File: config.mk
export PLATFORM = sky130hd
export DESIGN_NAME = vrsrc_card_flat
export DESIGN_NICKNAME = d
export VERILOG_FILES = /design/src/include/vrsrc_pkg.sv /design/src/include/vrsrc_link_if.sv /design/src/verilog/vrsrc_card.sv /design/src/verilog/vrsrc_sync.sv /design/src/flat_wrapper.sv
export SDC_FILE = /design/constraint.sdc
export NUM_CORES = 1
export LEC_CHECK = 0
export BUFFER_PORTS_ARGS = -buffer_cell sky130_fd_sc_hd__clkbuf_2
export CAP_MARGIN = 20
export CORE_AREA = 10 10 237 239
export CTS_CLUSTER_DIAMETER = 100
export CTS_CLUSTER_SIZE = 8
export DETAILED_ROUTE_END_ITERATION = 7
export DIE_AREA = 0 0 247 249
export GPL_TIMING_DRIVEN = 0
export PLACE_DENSITY = 0.7
export SLEW_MARGIN = 5
export SYNTH_ARGS = -nofsm -noshare
export SYNTH_HDL_FRONTEND = slang
export SYNTH_HIERARCHICAL = 1
export SYNTH_SLANG_ARGS = --single-unit
File: constraint.sdc
create_clock -name core_clk -period 7.6 [get_ports core_clk]
set_input_delay 1.52 -clock core_clk [delete_from_list [all_inputs] [get_ports core_clk]]
set_output_delay 1.52 -clock core_clk [all_outputs]
set_load 0.01 [all_outputs]
File: src/include/vrsrc_pkg.sv
// shared constants for the recording suspend/resume control link
// assumes 512-byte blocks and 32-bit block addresses
package vrsrc_pkg;
    // =========================================================
    // widths and link command set
    localparam int         ADDR_W     = 32;
    localparam int         CNT_W      = 16;
    localparam int         SLOTS      = 8;
    localparam logic [5:0] CMD_REC    = 6'h14;
    localparam logic [5:0] CMD_WR     = 6'h19;
    localparam logic [5:0] CMD_RD     = 6'h12;
    typedef enum logic [3:0] {
        FN_START, FN_UPD_DIR, FN_UPD_CI, FN_SUSPEND, FN_RESUME, FN_SET_FREE, FN_REL_DIR
    } vrsrc_fn_e;
    // =========================================================
    // sizes
    localparam int      BLK_BYTES       = 512;
    localparam int      RU_BYTES        = 524288;
    localparam int      RU_BLOCKS       = RU_BYTES / BLK_BYTES;
    localparam longint  GROUP_MAX_BYTES = 64'h0000_0000_2000_0000;
    // =========================================================
    // timing
    localparam int      CORE_PERIOD_NS  = 10;
    localparam int      LINK_PERIOD_NS  = 160;
    localparam int      LINK_HALF_CYC   = LINK_PERIOD_NS / (2 * CORE_PERIOD_NS);
    // =========================================================
    // host register map and fields
    localparam logic [3:0] REG_CMD    = 4'h0;
    localparam logic [3:0] REG_ARG    = 4'h1;
    localparam logic [3:0] REG_CNT    = 4'h2;
    localparam logic [3:0] REG_STATUS = 4'h3;
    localparam logic [3:0] REG_SUS    = 4'h4;
    localparam int      CMD_GO_BIT    = 31;
    localparam int      CMD_SLOT_LSB  = 16;
    localparam int      CMD_FN_LSB    = 8;
    localparam int      ST_BUSY_BIT   = 0;
    localparam int      ST_REC_BIT    = 1;
    localparam int      ST_RDOK_BIT   = 2;
    localparam int      ST_ERR_BIT    = 3;
    localparam logic [31:0] REG_RESET = 32'h0000_0000;
    // commands that end a recording
    function automatic logic vrsrc_violating(input logic [5:0] c);
        return (c <= 6'h0b) || (c >= 6'h0e && c <= 6'h10) || (c == 6'h16)
            || (c >= 6'h1a && c <= 6'h1f) || (c == 6'h27) || (c >= 6'h29 && c <= 6'h2f)
            || (c == 6'h33) || (c == 6'h38) || (c >= 6'h3c);
    endfunction : vrsrc_violating
endpackage : vrsrc_pkg

File: src/include/vrsrc_link_if.sv
// link between the recording host controller and the card control
// assumes the bench resolves nothing: all link wires are one-way
`timescale 1ns/1ps
interface vrsrc_link_if;
    logic        link_clk;
    logic        req;
    logic [5:0]  cmd_idx;
    logic [3:0]  fn;
    logic [2:0]  slot;
    logic [31:0] arg;
    logic [15:0] cnt;
    logic        ack;
    logic [31:0] resp_sus;
    logic        resp_rec;
    logic        resp_rd_ok;
    modport host (output link_clk, req, cmd_idx, fn, slot, arg, cnt,
                  input  ack, resp_sus, resp_rec, resp_rd_ok);
    modport dev  (input  link_clk, req, cmd_idx, fn, slot, arg, cnt,
                  output ack, resp_sus, resp_rec, resp_rd_ok);
endinterface : vrsrc_link_if

File: src/verilog/vrsrc_card.sv
// card-side recording control: groups, slots, suspend address, unit timing
// assumes the host holds the link words stable across a link clock rise
//
// The implementer's own choices: the register offsets and the address-and-strobe port.
`timescale 1ns/1ps
// How it works
// - suspend between units saves next address
// - suspend mid-unit releases all, zeroes address
// - no active group: suspend keeps address
// - host: directory update, resume, start
// - host: zero address means fresh group
// - write to suspended group zeroes address
// - eight slots, set and freed by id
// - host pads files to whole units
// - slot and index reassigned while recording
// - rate kept across unit and group boundaries
// - past group end no rate kept
// - free group becomes active, written sequentially
// - reads behind write pointer return data
// - group size at most 512MB
// - recording unit fixed at 512KB
// - first sub-unit includes free-group busy
// - halted unit invalidates its sub-unit
// - other commands excluded from measurement
// - rate from longest sub-unit period
// - rate holds regardless of table updates
// - violating commands end recording
// - commands zero to eleven end recording
module vrsrc_card #(
    parameter int AU_BLOCKS = 8192,
    parameter int SU_BLOCKS = 2048,
    parameter int BUSY_CYC  = 4
) (
    input  wire logic                core_clk,
    input  wire logic                rst_n,
    vrsrc_link_if.dev                link,
    output logic [31:0]              suspend_resume_address,
    output logic                     recording,
    output logic                     group_active,
    output logic [vrsrc_pkg::SLOTS-1:0] slot_valid,
    output logic [31:0]              max_su_period
);
    // =========================================================
    // elaboration checks
    if (longint'(AU_BLOCKS) * vrsrc_pkg::BLK_BYTES > vrsrc_pkg::GROUP_MAX_BYTES) begin : g_big
        $error("group size too large");
    end
    if (AU_BLOCKS % vrsrc_pkg::RU_BLOCKS != 0 || AU_BLOCKS % SU_BLOCKS != 0) begin : g_ru
        $error("group not a whole number of units");
    end
    if ((SU_BLOCKS & (SU_BLOCKS - 1)) != 0 || BUSY_CYC < 1) begin : g_su
        $error("bad sub-unit size or busy count");
    end
    localparam int RU_W = $clog2(vrsrc_pkg::RU_BLOCKS);
    localparam logic [31:0] AU_SZ = 32'(AU_BLOCKS);
    localparam logic [31:0] SU_MASK = 32'(SU_BLOCKS - 1);
    localparam logic [15:0] BUSY_N = 16'(BUSY_CYC);
    localparam int SW = 2 + 6 + 4 + 3 + 32 + 16;

    // =========================================================
    // link sampling
    logic [SW-1:0] s;
    logic          lc_prev;
    vrsrc_sync #(.W(SW)) u_sync (
        .core_clk (core_clk),
        .rst_n    (rst_n),
        .d        ({link.link_clk, link.req, link.cmd_idx, link.fn, link.slot,
                    link.arg, link.cnt}),
        .q        (s)
    );
    wire        s_lc   = s[SW-1];
    wire        s_req  = s[SW-2];
    wire [5:0]  s_cmd  = s[SW-3 -: 6];
    wire [3:0]  s_fn   = s[SW-9 -: 4];
    wire [2:0]  s_slot = s[SW-13 -: 3];
    wire [31:0] s_arg  = s[47:16];
    wire [15:0] s_cnt  = s[15:0];
    wire        rise   = s_lc & ~lc_prev;

    // =========================================================
    // control state
    typedef enum logic [1:0] {D_IDLE, D_BUSY, D_ACK} vrsrc_dst_e;
    vrsrc_dst_e  st, next_st;
    logic [15:0] bcnt, next_bcnt;
    logic        ack, next_ack, rd_ok, next_rd_ok;
    logic        rec, next_rec, act, next_act, susp, next_susp;
    logic        started, next_started, meas, next_meas, was_wr, next_was_wr;
    logic        su_ok, next_su_ok;
    logic [31:0] base, next_base, nxt, next_nxt, sus, next_sus, sus_base, next_sus_base;
    logic [31:0] su_t, next_su_t, max_t, next_max_t;
    logic [RU_W-1:0] ru_off, next_ru_off;
    logic [vrsrc_pkg::SLOTS-1:0] slot_v, next_slot_v;
    logic [31:0] slot_a [vrsrc_pkg::SLOTS];
    logic [31:0] next_slot_a [vrsrc_pkg::SLOTS];

    function automatic logic in_grp(input logic [31:0] a, input logic [31:0] b);
        return (a >= b) && (a - b < AU_SZ);
    endfunction : in_grp

    always_comb begin
        next_st = st; next_bcnt = bcnt; next_ack = ack; next_rd_ok = rd_ok;
        next_rec = rec; next_act = act; next_susp = susp; next_started = started;
        next_meas = meas; next_was_wr = was_wr; next_su_ok = su_ok;
        next_base = base; next_nxt = nxt; next_sus = sus; next_sus_base = sus_base;
        next_su_t = su_t; next_max_t = max_t; next_ru_off = ru_off;
        next_slot_v = slot_v;
        next_slot_a = slot_a;
        unique case (st)
            D_IDLE: begin
                if (rise && s_req) begin
                    next_st = D_BUSY;
                    next_bcnt = BUSY_N;
                    next_meas = 1'b0;
                    next_was_wr = 1'b0;
                    if (vrsrc_pkg::vrsrc_violating(s_cmd)) begin
                        next_rec = 1'b0;
                        next_act = 1'b0;
                        next_slot_v = '0;
                    end else if (s_cmd == vrsrc_pkg::CMD_REC) begin
                        unique case (s_fn)
                            vrsrc_pkg::FN_START: begin
                                next_rec = 1'b1;
                                next_started = 1'b1;
                            end
                            vrsrc_pkg::FN_UPD_DIR: begin
                                next_slot_v[s_slot] = 1'b1;
                                next_slot_a[s_slot] = s_arg;
                            end
                            vrsrc_pkg::FN_REL_DIR: next_slot_v[s_slot] = 1'b0;
                            vrsrc_pkg::FN_SET_FREE: begin
                                next_act = 1'b1;
                                next_base = s_arg;
                                next_nxt = s_arg;
                                next_ru_off = '0;
                                next_susp = 1'b0;
                                next_su_t = '0;
                                next_su_ok = 1'b1;
                                next_meas = started;
                            end
                            vrsrc_pkg::FN_SUSPEND: begin
                                next_slot_v = '0;
                                if (act) begin
                                    next_act = 1'b0;
                                    next_rec = 1'b0;
                                    if (ru_off != '0) begin
                                        next_sus = '0;
                                    end else if (in_grp(nxt, base)) begin
                                        next_sus = nxt;
                                        next_susp = 1'b1;
                                        next_sus_base = base;
                                    end else begin
                                        next_sus = '0;
                                    end
                                end
                            end
                            vrsrc_pkg::FN_RESUME: begin
                                if (susp && sus != '0) begin
                                    next_act = 1'b1;
                                    next_base = sus_base;
                                    next_nxt = sus;
                                    next_susp = 1'b0;
                                    next_su_t = '0;
                                    next_su_ok = 1'b1;
                                end
                            end
                            default: ;
                        endcase
                    end else if (s_cmd == vrsrc_pkg::CMD_WR) begin
                        if (susp && in_grp(s_arg, sus_base))
                            next_sus = '0;
                        next_bcnt = (s_cnt == '0) ? 16'h0001 : s_cnt;
                        if (act && in_grp(s_arg, base)) begin
                            if (s_arg != nxt) begin
                                next_rec = 1'b0;
                                next_act = 1'b0;
                            end else begin
                                next_nxt = nxt + 32'(s_cnt);
                                next_ru_off = ru_off + RU_W'(s_cnt);
                                if (RU_W'(s_cnt) != '0)
                                    next_su_ok = 1'b0;
                                next_meas = rec;
                                next_was_wr = 1'b1;
                                if (nxt + 32'(s_cnt) - base >= AU_SZ)
                                    next_act = 1'b0;
                            end
                        end
                    end else if (s_cmd == vrsrc_pkg::CMD_RD) begin
                        next_rd_ok = !(act && in_grp(s_arg, base)) || (s_arg < nxt);
                    end
                end
            end
            D_BUSY: begin
                if (meas)
                    next_su_t = su_t + 32'h0000_0001;
                next_bcnt = bcnt - 16'h0001;
                if (bcnt == 16'h0001) begin
                    next_st = D_ACK;
                    next_ack = 1'b1;
                    if (was_wr && ((nxt - base) & SU_MASK) == '0) begin
                        if (su_ok && su_t >= max_t)
                            next_max_t = su_t + 32'(meas);
                        next_su_t = '0;
                        next_su_ok = 1'b1;
                    end
                end
            end
            D_ACK: begin
                if (!s_req) begin
                    next_st = D_IDLE;
                    next_ack = 1'b0;
                end
            end
            default: next_st = D_IDLE;
        endcase
    end

    always_ff @(posedge core_clk) begin
        if (!rst_n) begin
            st <= D_IDLE; bcnt <= '0; ack <= 1'b0; rd_ok <= 1'b0; lc_prev <= 1'b0;
            rec <= 1'b0; act <= 1'b0; susp <= 1'b0; started <= 1'b0;
            meas <= 1'b0; was_wr <= 1'b0; su_ok <= 1'b1;
            base <= '0; nxt <= '0; sus <= '0; sus_base <= '0;
            su_t <= '0; max_t <= '0; ru_off <= '0; slot_v <= '0;
            for (int i = 0; i < vrsrc_pkg::SLOTS; i++)
                slot_a[i] <= '0;
        end else begin
            st <= next_st; bcnt <= next_bcnt; ack <= next_ack; rd_ok <= next_rd_ok;
            lc_prev <= s_lc;
            rec <= next_rec; act <= next_act; susp <= next_susp; started <= next_started;
            meas <= next_meas; was_wr <= next_was_wr; su_ok <= next_su_ok;
            base <= next_base; nxt <= next_nxt; sus <= next_sus; sus_base <= next_sus_base;
            su_t <= next_su_t; max_t <= next_max_t; ru_off <= next_ru_off;
            slot_v <= next_slot_v;
            slot_a <= next_slot_a;
        end
    end

    // =========================================================
    // outputs, all straight from flops
    assign link.ack = ack;
    assign link.resp_sus = sus;
    assign link.resp_rec = rec;
    assign link.resp_rd_ok = rd_ok;
    assign suspend_resume_address = sus;
    assign recording = rec;
    assign group_active = act;
    assign slot_valid = slot_v;
    assign max_su_period = max_t;
endmodule : vrsrc_card

File: src/verilog/vrsrc_sync.sv
// two-flop synchroniser for a bus of slow, stable-held levels
// assumes each bit changes rarely compared with clk
`timescale 1ns/1ps
module vrsrc_sync #(
    parameter int W = 1
) (
    input  wire logic         core_clk,
    input  wire logic         rst_n,
    input  wire logic [W-1:0] d,
    output logic      [W-1:0] q
);
    logic [W-1:0] meta;
    logic [W-1:0] next_meta;
    logic [W-1:0] next_q;
    always_comb begin
        next_meta = rst_n ? d : '0;
        next_q    = rst_n ? meta : '0;
    end
    always_ff @(posedge core_clk) begin
        meta <= next_meta;
        q    <= next_q;
    end
endmodule : vrsrc_sync

File: src/flat_wrapper.sv
// flat-port wrapper written by rule: the top's interface ports become plain ports
module vrsrc_card_flat 
#(
    parameter int AU_BLOCKS = 8192,
    parameter int SU_BLOCKS = 2048,
    parameter int BUSY_CYC  = 4
)
  (core_clk, rst_n, suspend_resume_address, recording, group_active, slot_valid, max_su_period, link_link_clk, link_req, link_cmd_idx, link_fn, link_slot, link_arg, link_cnt, link_ack, link_resp_sus, link_resp_rec, link_resp_rd_ok);
  vrsrc_link_if link_i ();
  input  wire logic core_clk;
  input  wire logic rst_n;
  output logic [31:0] suspend_resume_address;
  output logic recording;
  output logic group_active;
  output logic [vrsrc_pkg::SLOTS-1:0] slot_valid;
  output logic [31:0] max_su_period;
  input wire logic [$bits(link_i.link_clk)-1:0] link_link_clk;
  input wire logic [$bits(link_i.req)-1:0] link_req;
  input wire logic [$bits(link_i.cmd_idx)-1:0] link_cmd_idx;
  input wire logic [$bits(link_i.fn)-1:0] link_fn;
  input wire logic [$bits(link_i.slot)-1:0] link_slot;
  input wire logic [$bits(link_i.arg)-1:0] link_arg;
  input wire logic [$bits(link_i.cnt)-1:0] link_cnt;
  output wire logic [$bits(link_i.ack)-1:0] link_ack;
  output wire logic [$bits(link_i.resp_sus)-1:0] link_resp_sus;
  output wire logic [$bits(link_i.resp_rec)-1:0] link_resp_rec;
  output wire logic [$bits(link_i.resp_rd_ok)-1:0] link_resp_rd_ok;
  assign link_i.link_clk = link_link_clk;
  assign link_i.req = link_req;
  assign link_i.cmd_idx = link_cmd_idx;
  assign link_i.fn = link_fn;
  assign link_i.slot = link_slot;
  assign link_i.arg = link_arg;
  assign link_i.cnt = link_cnt;
  assign link_ack = link_i.ack;
  assign link_resp_sus = link_i.resp_sus;
  assign link_resp_rec = link_i.resp_rec;
  assign link_resp_rd_ok = link_i.resp_rd_ok;
  vrsrc_card #(.AU_BLOCKS(AU_BLOCKS), .SU_BLOCKS(SU_BLOCKS), .BUSY_CYC(BUSY_CYC)) u_core (.core_clk(core_clk), .rst_n(rst_n), .link(link_i), .suspend_resume_address(suspend_resume_address), .recording(recording), .group_active(group_active), .slot_valid(slot_valid), .max_su_period(max_su_period));
endmodule
==> results.json, run 1 <==
{
  "final-max-slew-violation-count": 0,
  "sw_frac_of_total": 0.268,
  "crit_required_ns": 8.11,
  "layout-drive-gt1-share": 0.108,
  "root_buffer": "clkbuf_16",
  "ant_nets": 0,
  "grt_setup_unrepaired": "no",
  "post-cts-setup-buffer-count": 0,
  "clk_pin_slew_ns": 0.05,
  "die_w_um": 247,
  "htreeDepth": 2,
  "ys_types": 98,
  "layout_commonest_cell": "dfxtp_1",
  "met2_wirelength_um": 37600,
  "dieArea_um2": 61500,
  "p_sw_mw": 1.22,
  "wl_met3_um": 7900,
  "start_util": 0.496,
  "met1_length_um": 36800,
  "p_clk_frac": 0.441,
  "synth-edff-count": 0,
  "peakVddDrop_mv": 0.205,
  "whs_ns": 0.426,
  "drc_errors": 0,
  "cts_buffers": 51,
  "routed.top_layer": "met5",
  "hold_viol_final": 0,
  "cp-startpoint": "u_core/u_sync/q[0]",
  "rr_startpoint": "u_core/u_sync/q[0]",
  "async_reset_ff_frac": 0,
  "cp_max_fo": 10,
  "grt_max_degree": 17,
  "critPathKind": "reg2reg",
  "setup_viol": 0,
  "cts_resized": 0,
  "synth_nets": 3479,
  "synthCells": 3190,
  "rr_worst_depth": 24,
  "first_global_vias": 22900,
  "ys_seq_area_frac": 0.287,
  "postCtsHoldBufs": 0,
  "fmax_mhz": 145,
  "grt_pass1_wl_um": 131000,
  "via_count": 24600,
  "die_h_um": 249,
  "hold_path.class": "reg2reg",
  "leakage_nw": 12.0,
  "cp.arrival_ns": 7.40,
  "tightest_slew_ns": 1.12,
  "holdPathEnd": "u_core/u_sync/q[13]",
  "gp_congestion": 1.02,
  "slew_headroom": 0.244,
  "finalPower_mw": 4.58,
  "grt.total_usage": 0.269,
  "status": "finished clean",
  "hpwl_um": 68900,
  "ys_ff_latch": 364,
  "drv_cap": 0,
  "routedWlPerCell_um": 21.0,
  "crit_path_start_kind": "flop",
  "io_pins": 174,
  "coreArea_um2": 51200,
  "wirelength_um": 86000,
  "most-common-layout-cells": "dfxtp_1, nor2_1, a21oi_1",
  "fin_crit_sh": 0.906,
  "avgSynthCellArea_um2": 7.96,
  "syn-cell-area_um2": 25400,
  "setup_tns_ns": 0,
  "drtPass1Iterations": 6,
  "viasPerCell": 5.98,
  "cts_tree": "yes",
  "cp-end-kind": "flop",
  "globalRoute.totalOverflow": 0,
  "portBuffers": 173,
  "insertion_delay_ns": 0.61,
  "p_per_area_nw_per_um2": 161,
  "clock_skew_ns": 0.0285,
  "rows": 83,
  "antenna_found_initial": 2,
  "cts.path.max_buffers": 3,
  "synth_warnings": 6,
  "finalCriticalPeriod_ns": 6.89,
  "pwr-share-comb": 0.128,
  "syn_to_final_growth_pct": 12.1,
  "nets": 3708,
  "r2r_end": "u_core/group_active",
  "hold-path-cell-count": 1,
  "internal_power_mw": 3.35,
  "hold_path.startpoint": "u_core/u_sync/meta[13]",
  "reg2reg_slack_ns": 0.71,
  "cts_sinks": 364,
  "ys.flop_type": "dfxtp_1",
  "drt_iter0_drc": 2601,
  "seq_power_share": 0.432
}
==> synth_stat cells (all sizes together), types with 9 or more instances <==
master   number  area share
nand4        59       0.015
a21o         61       0.018
xnor2        82       0.028
xor2         52       0.018
a211o        23      0.0079
and3         39      0.0096
a31oi        27      0.0067
nor3         62       0.012
o22ai        43       0.018
nand2       214       0.032
o221ai       17      0.0059
a21oi       250       0.049
a2111oi       9      0.0041
a221oi       10      0.0037
nand3        99       0.020
and4         10      0.0035
ha          221        0.11
clkbuf       95       0.014
o21bai       15      0.0044
nor2        329       0.049
inv         228       0.034
nor2b        48       0.012
dfxtp       364        0.29
a211oi       65       0.019
or2          13      0.0032
or3          13      0.0032
buf          78       0.021
o211ai       21      0.0062
or4          21      0.0062
o2111ai      13      0.0045
and2        147       0.036
o31ai        10      0.0030
o21ai       134       0.027
nand3b       19      0.0056
mux2i        97       0.038
nand2b       29      0.0071
nor4         37      0.0097
o21a         33      0.0098
==> stage by stage <==
stage	instances	cell area [um2]	utilization	setup slack [ns]
6_report	4104	28500	0.556	0.711
5_1_grt	4102	28500	0.556	0.183
4_1_cts	4101	28400	0.556	0.592
3_5_place_dp	4045	27100	0.529	0.660
3_3_place_gp	4043	27100	0.529	0.643
2_1_floorplan	3190	25400	-	1.96
==> critical path, cell delays in order (launching register included) <==
cell,delay [ns]
dfxtp_1,0.38
ha_1,0.27
fa_1,0.42
a21o_1,0.18
a21oi_1,0.28
o21a_1,0.18
o31ai_1,0.12
o311ai_0,0.40
a41oi_1,0.17
or2_2,0.29
clkbuf_1,0.24
and3_1,0.26
xnor2_1,0.21
ha_1,0.34
and2_1,0.23
a221o_1,0.41
o31ai_2,0.39
o21a_1,0.17
o41ai_1,0.08
o21a_1,0.25
a31oi_1,0.30
a21oi_1,0.13
xnor2_1,0.13
or4_1,0.73
a31oi_1,0.23
==> power groups by stage <==
stage | clock network (mW) | logic (mW) | registers, mW
2_1_floorplan | 0 | 0.410 | 2.00
3_3_place_gp | 0 | 0.559 | 2.01
3_5_place_dp | 0 | 0.560 | 2.01
4_1_cts | 2.05 | 0.564 | 1.97
5_1_grt | 2.12 | 0.636 | 1.98
6_report | 2.02 | 0.584 | 1.98
==> flip-flops by register name, indices dropped and copies added (netlist names), 2 cells and up <==
register / count
u_core/sus_base: 32
u_core/ru_off: 10
u_core/nxt: 32
u_core/max_su_period: 32
u_core/base: 32
u_core/u_sync/meta: 63
u_core/su_t: 32
u_core/u_sync/q: 63
u_core/link.resp_sus: 32
u_core/slot_valid: 8
u_core/st: 2
u_core/bcnt: 16
==> routing by layer <==
metal | global-route usage | vias to the layer above
li1 | - | 11800
met1 | 0.354 | 11400
met2 | 0.416 | 1088
met3 | 0.0606 | 195
met4 | 0.112 | 2
met5 | 0 | -
==> how the worst max path moves through the flow <==
stage	to	slack, ns	cells after the start
4_1_cts	u_core/group_active	0.59	24
5_1_grt	u_core/group_active	0.18	24
6_report	u_core/group_active	0.71	24
3_3_place_gp	u_core/group_active	0.64	24
2_1_floorplan	u_core/group_active	1.96	24
3_5_place_dp	u_core/group_active	0.66	24
==> final cells by class <==
type / count / area [um2]
fill: 4853 / 22700
multi-input combinational: 2425 / 16300
sequential: 364 / 7290
clock buffer: 52 / 1280
buffer: 173 / 895
timing repair buffer: 176 / 881
inverter: 228 / 856
tap: 680 / 851
clock inverter: 4 / 60.1
antenna: 2 / 5.00
==> cells by family after synthesis <==
kind of cell	Yosys count	synth area share
simple gates	1160	0.232
fa+ha+maj	224	0.111
buf+inv	401	0.0690
compound gates	802	0.213
flops	364	0.287
mux	105	0.0418
xor+xnor	134	0.0462
(Power assumes the default switching activity.)
==> inputs of run 2 (changes only) <==
Settings changed: ABC_AREA set to 1, CORE_AREA 10 10 237 239 to 10 10 249 251, DIE_AREA 0 0 247 249 to 0 0 259 261.
==> results.json, run 2 <==
{
  "synth.top_cell.area_share": 0.259,
  "grt_setup_unrepaired": "no",
  "ant_nets": 0,
  "clock_skew_ns": 0.0294,
  "grt_max_degree": 14,
  "htreeDepth": 2,
  "root_buffer": "clkbuf_16",
  "die_h_um": 261,
  "setup_tns_ns": 0,
  "wirelength_um": 108000,
  "critPathKind": "reg2reg",
  "yosys-top-cells-area": "dfxtp_1, nand2_1, inv_1, ha_1, nor2_1",
  "globalRoute.totalOverflow": 0,
  "dp.cells": 5539,
  "hpwl_um": 88800,
  "most-common-layout-cells": "nand2_1, inv_1, nor2_1",
  "path_depth": 29,
  "netlist.top_cell.by_area": "dfxtp_1",
  "layout-drive-gt1-share": 0.0671,
  "hold_path.class": "reg2reg",
  "cpPeakStageDelay_ns": 0.49,
  "io_pins": 174,
  "layout_commonest_cell": "nand2_1",
  "crit_required_ns": 8.07,
  "final_cells": 5596,
  "fmax_mhz": 199,
  "ys_seq_area_frac": 0.259,
  "setup_ws_ns": 2.57,
  "via_count": 30900,
  "drc_errors": 0,
  "viasPerCell": 5.52,
  "synthCells": 4601,
  "grt_pass1_wl_um": 160000,
  "rows": 88,
  "antenna_found_initial": 0,
  "ys.flop_type": "dfxtp_1",
  "cp.arrival_ns": 5.51,
  "drt_iter0_drc": 3178,
  "final-max-slew-violation-count": 0,
  "crit_path_end": "u_core/group_active",
  "cp-startpoint": "u_core/nxt[2]",
  "insertion_delay_ns": 0.61,
  "cp_top_family": "simple AND/OR/NAND/NOR gates",
  "ys_ff_latch": 364,
  "critPathMostFrequentCell": "nand2_1",
  "finalCriticalPeriod_ns": 5.03,
  "finalPower_mw": 4.78,
  "place_ws_ns": 2.81,
  "cp-end-kind": "flop",
  "cts_buffers": 52,
  "cp_num_buf_inv": 1,
  "drv_cap": 0,
  "cts_tree": "yes",
  "die_w_um": 259,
  "synth.most_common_cell": "nand2_1",
  "avgSynthCellArea_um2": 6.12,
  "cts.path.max_buffers": 3,
  "routedWlPerCell_um": 19.2,
  "peakVddDrop_mv": 0.153,
  "dieArea_um2": 67600,
  "synth_nets": 4890,
  "coreArea_um2": 57100,
  "fin_crit_sh": 0.662,
  "portBuffers": 173,
  "status": "finished clean",
  "ys_types": 59,
  "ys_top_cells_by_count": "nand2_1, inv_1, nor2_1",
  "synth-edff-count": 0,
  "tightest_slew_ns": 1.14,
  "leakage_nw": 16.9,
  "postCtsHoldBufs": 0,
  "cts_sinks": 364,
  "grt.total_usage": 0.304,
  "setup_viol": 0,
  "synth_warnings": 6,
  "reg2reg_slack_ns": 2.57,
  "gp_congestion": 1.03,
  "hold_viol_final": 0,
  "start_util": 0.492,
  "clk_pin_slew_ns": 0.06,
  "p_per_area_nw_per_um2": 153,
  "post-cts-setup-buffer-count": 0,
  "crit_path_start_kind": "flop",
  "slowest_stage": "dfxtp_1",
  "diodes": 0,
  "slew_headroom": 0.240,
  "r2r_end": "u_core/group_active",
  "rr_startpoint": "u_core/nxt[2]",
  "syn_to_final_growth_pct": 11.3,
  "syn-cell-area_um2": 28100,
  "cts_resized": 0,
  "rr_worst_depth": 29,
  "first_global_vias": 28100,
  "top_regs": "u_core/u_sync/meta x63, u_core/u_sync/q x63",
  "nets": 5117,
  "async_reset_ff_frac": 0,
  "drtPass1Iterations": 8,
  "cp_max_fo": 6
}
==> run 2: cell types whose count changed in the layout (fill, tap and decap cells not counted), moves of 50 or more <==
cell	before	now
nand3_1	98	204
nand4_1	59	134
nand2_1	214	1327
a211oi_1	64	9
and2_1	146	10
mux2i_1	97	0
nor2_1	327	573
xnor2_1	82	18
inv_1	227	737
a21o_1	61	11
==> run 2: final cells by class <==
type / count / area, um2
Multi-Input combinational cell: 3356 / 17300
Clock buffer: 53 / 1310
Clock inverter: 4 / 41.3
Buffer: 138 / 768
Tap cell: 765 / 957
Sequential cell: 364 / 7290
Inverter: 743 / 2790
Timing Repair Buffer: 173 / 866
Fill cell: 5940 / 25800
==> run 2: cell families after synthesis <==
family,synth area share
AO/OA/AOI/OAI,0.126
buffers and inverters,0.126
AND/OR/NAND/NOR,0.356
XOR/XNOR,0.0324
flip-flops,0.259
adder cells (fa/ha/maj),0.100
==> run 2: per-layer routing <==
layer / track usage / vias up / share of wire
met3: 0.0492 / 291 / 0.087
met4: 0.148 / 0 / 0.054
met2: 0.506 / 1337 / 0.45
met1: 0.377 / 14100 / 0.40
li1: - / 15200 / -
met5: 0 / - / 0
==> run 2: where the power goes <==
group / total, mW / switching, mW / internal (mW)
clock network: 2.04 / 0.839 / 1.20
registers: 1.99 / 0.0423 / 1.95
logic: 0.759 / 0.512 / 0.247
total: 4.78 / 1.39 / 3.39
==> run 2: through the flow <==
stage | cell area (um2) | util | hold WS [ns]
finish | 31300 | 0.548 | 0.405
global route | 31300 | 0.548 | 0.421
CTS | 31300 | 0.548 | 0.407
detailed placement | 30000 | 0.524 | 0.395
global placement | 30000 | 0.524 | 0.393
floorplan | 28100 | - | 0.386
==> run 2: worst register-to-register path, delay by kind of cell, from the launching register on <==
kind | cells | cell delay (ns)
AND/OR/NAND/NOR | 20 | 2.21
AO/OA/AOI/OAI | 6 | 1.35
adder cells (fa/ha/maj) | 2 | 0.79
flip-flops | 1 | 0.49
buffers and inverters | 1 | 0.08
==> run 2: how the worst min path moves through the flow <==
| stage | cells past startpoint | startpoint | to |
|---|---|---|---|
| after global routing | 2 | u_core/u_sync/meta[56] | u_core/u_sync/q[56] |
| after floorplan | 2 | u_core/u_sync/meta[61] | u_core/u_sync/q[61] |
| after CTS | 2 | u_core/u_sync/meta[33] | u_core/u_sync/q[33] |
| final | 2 | u_core/u_sync/meta[30] | u_core/u_sync/q[30] |
| after global placement | 2 | u_core/u_sync/meta[36] | u_core/u_sync/q[36] |
| after detailed placement | 2 | u_core/u_sync/meta[48] | u_core/u_sync/q[48] |
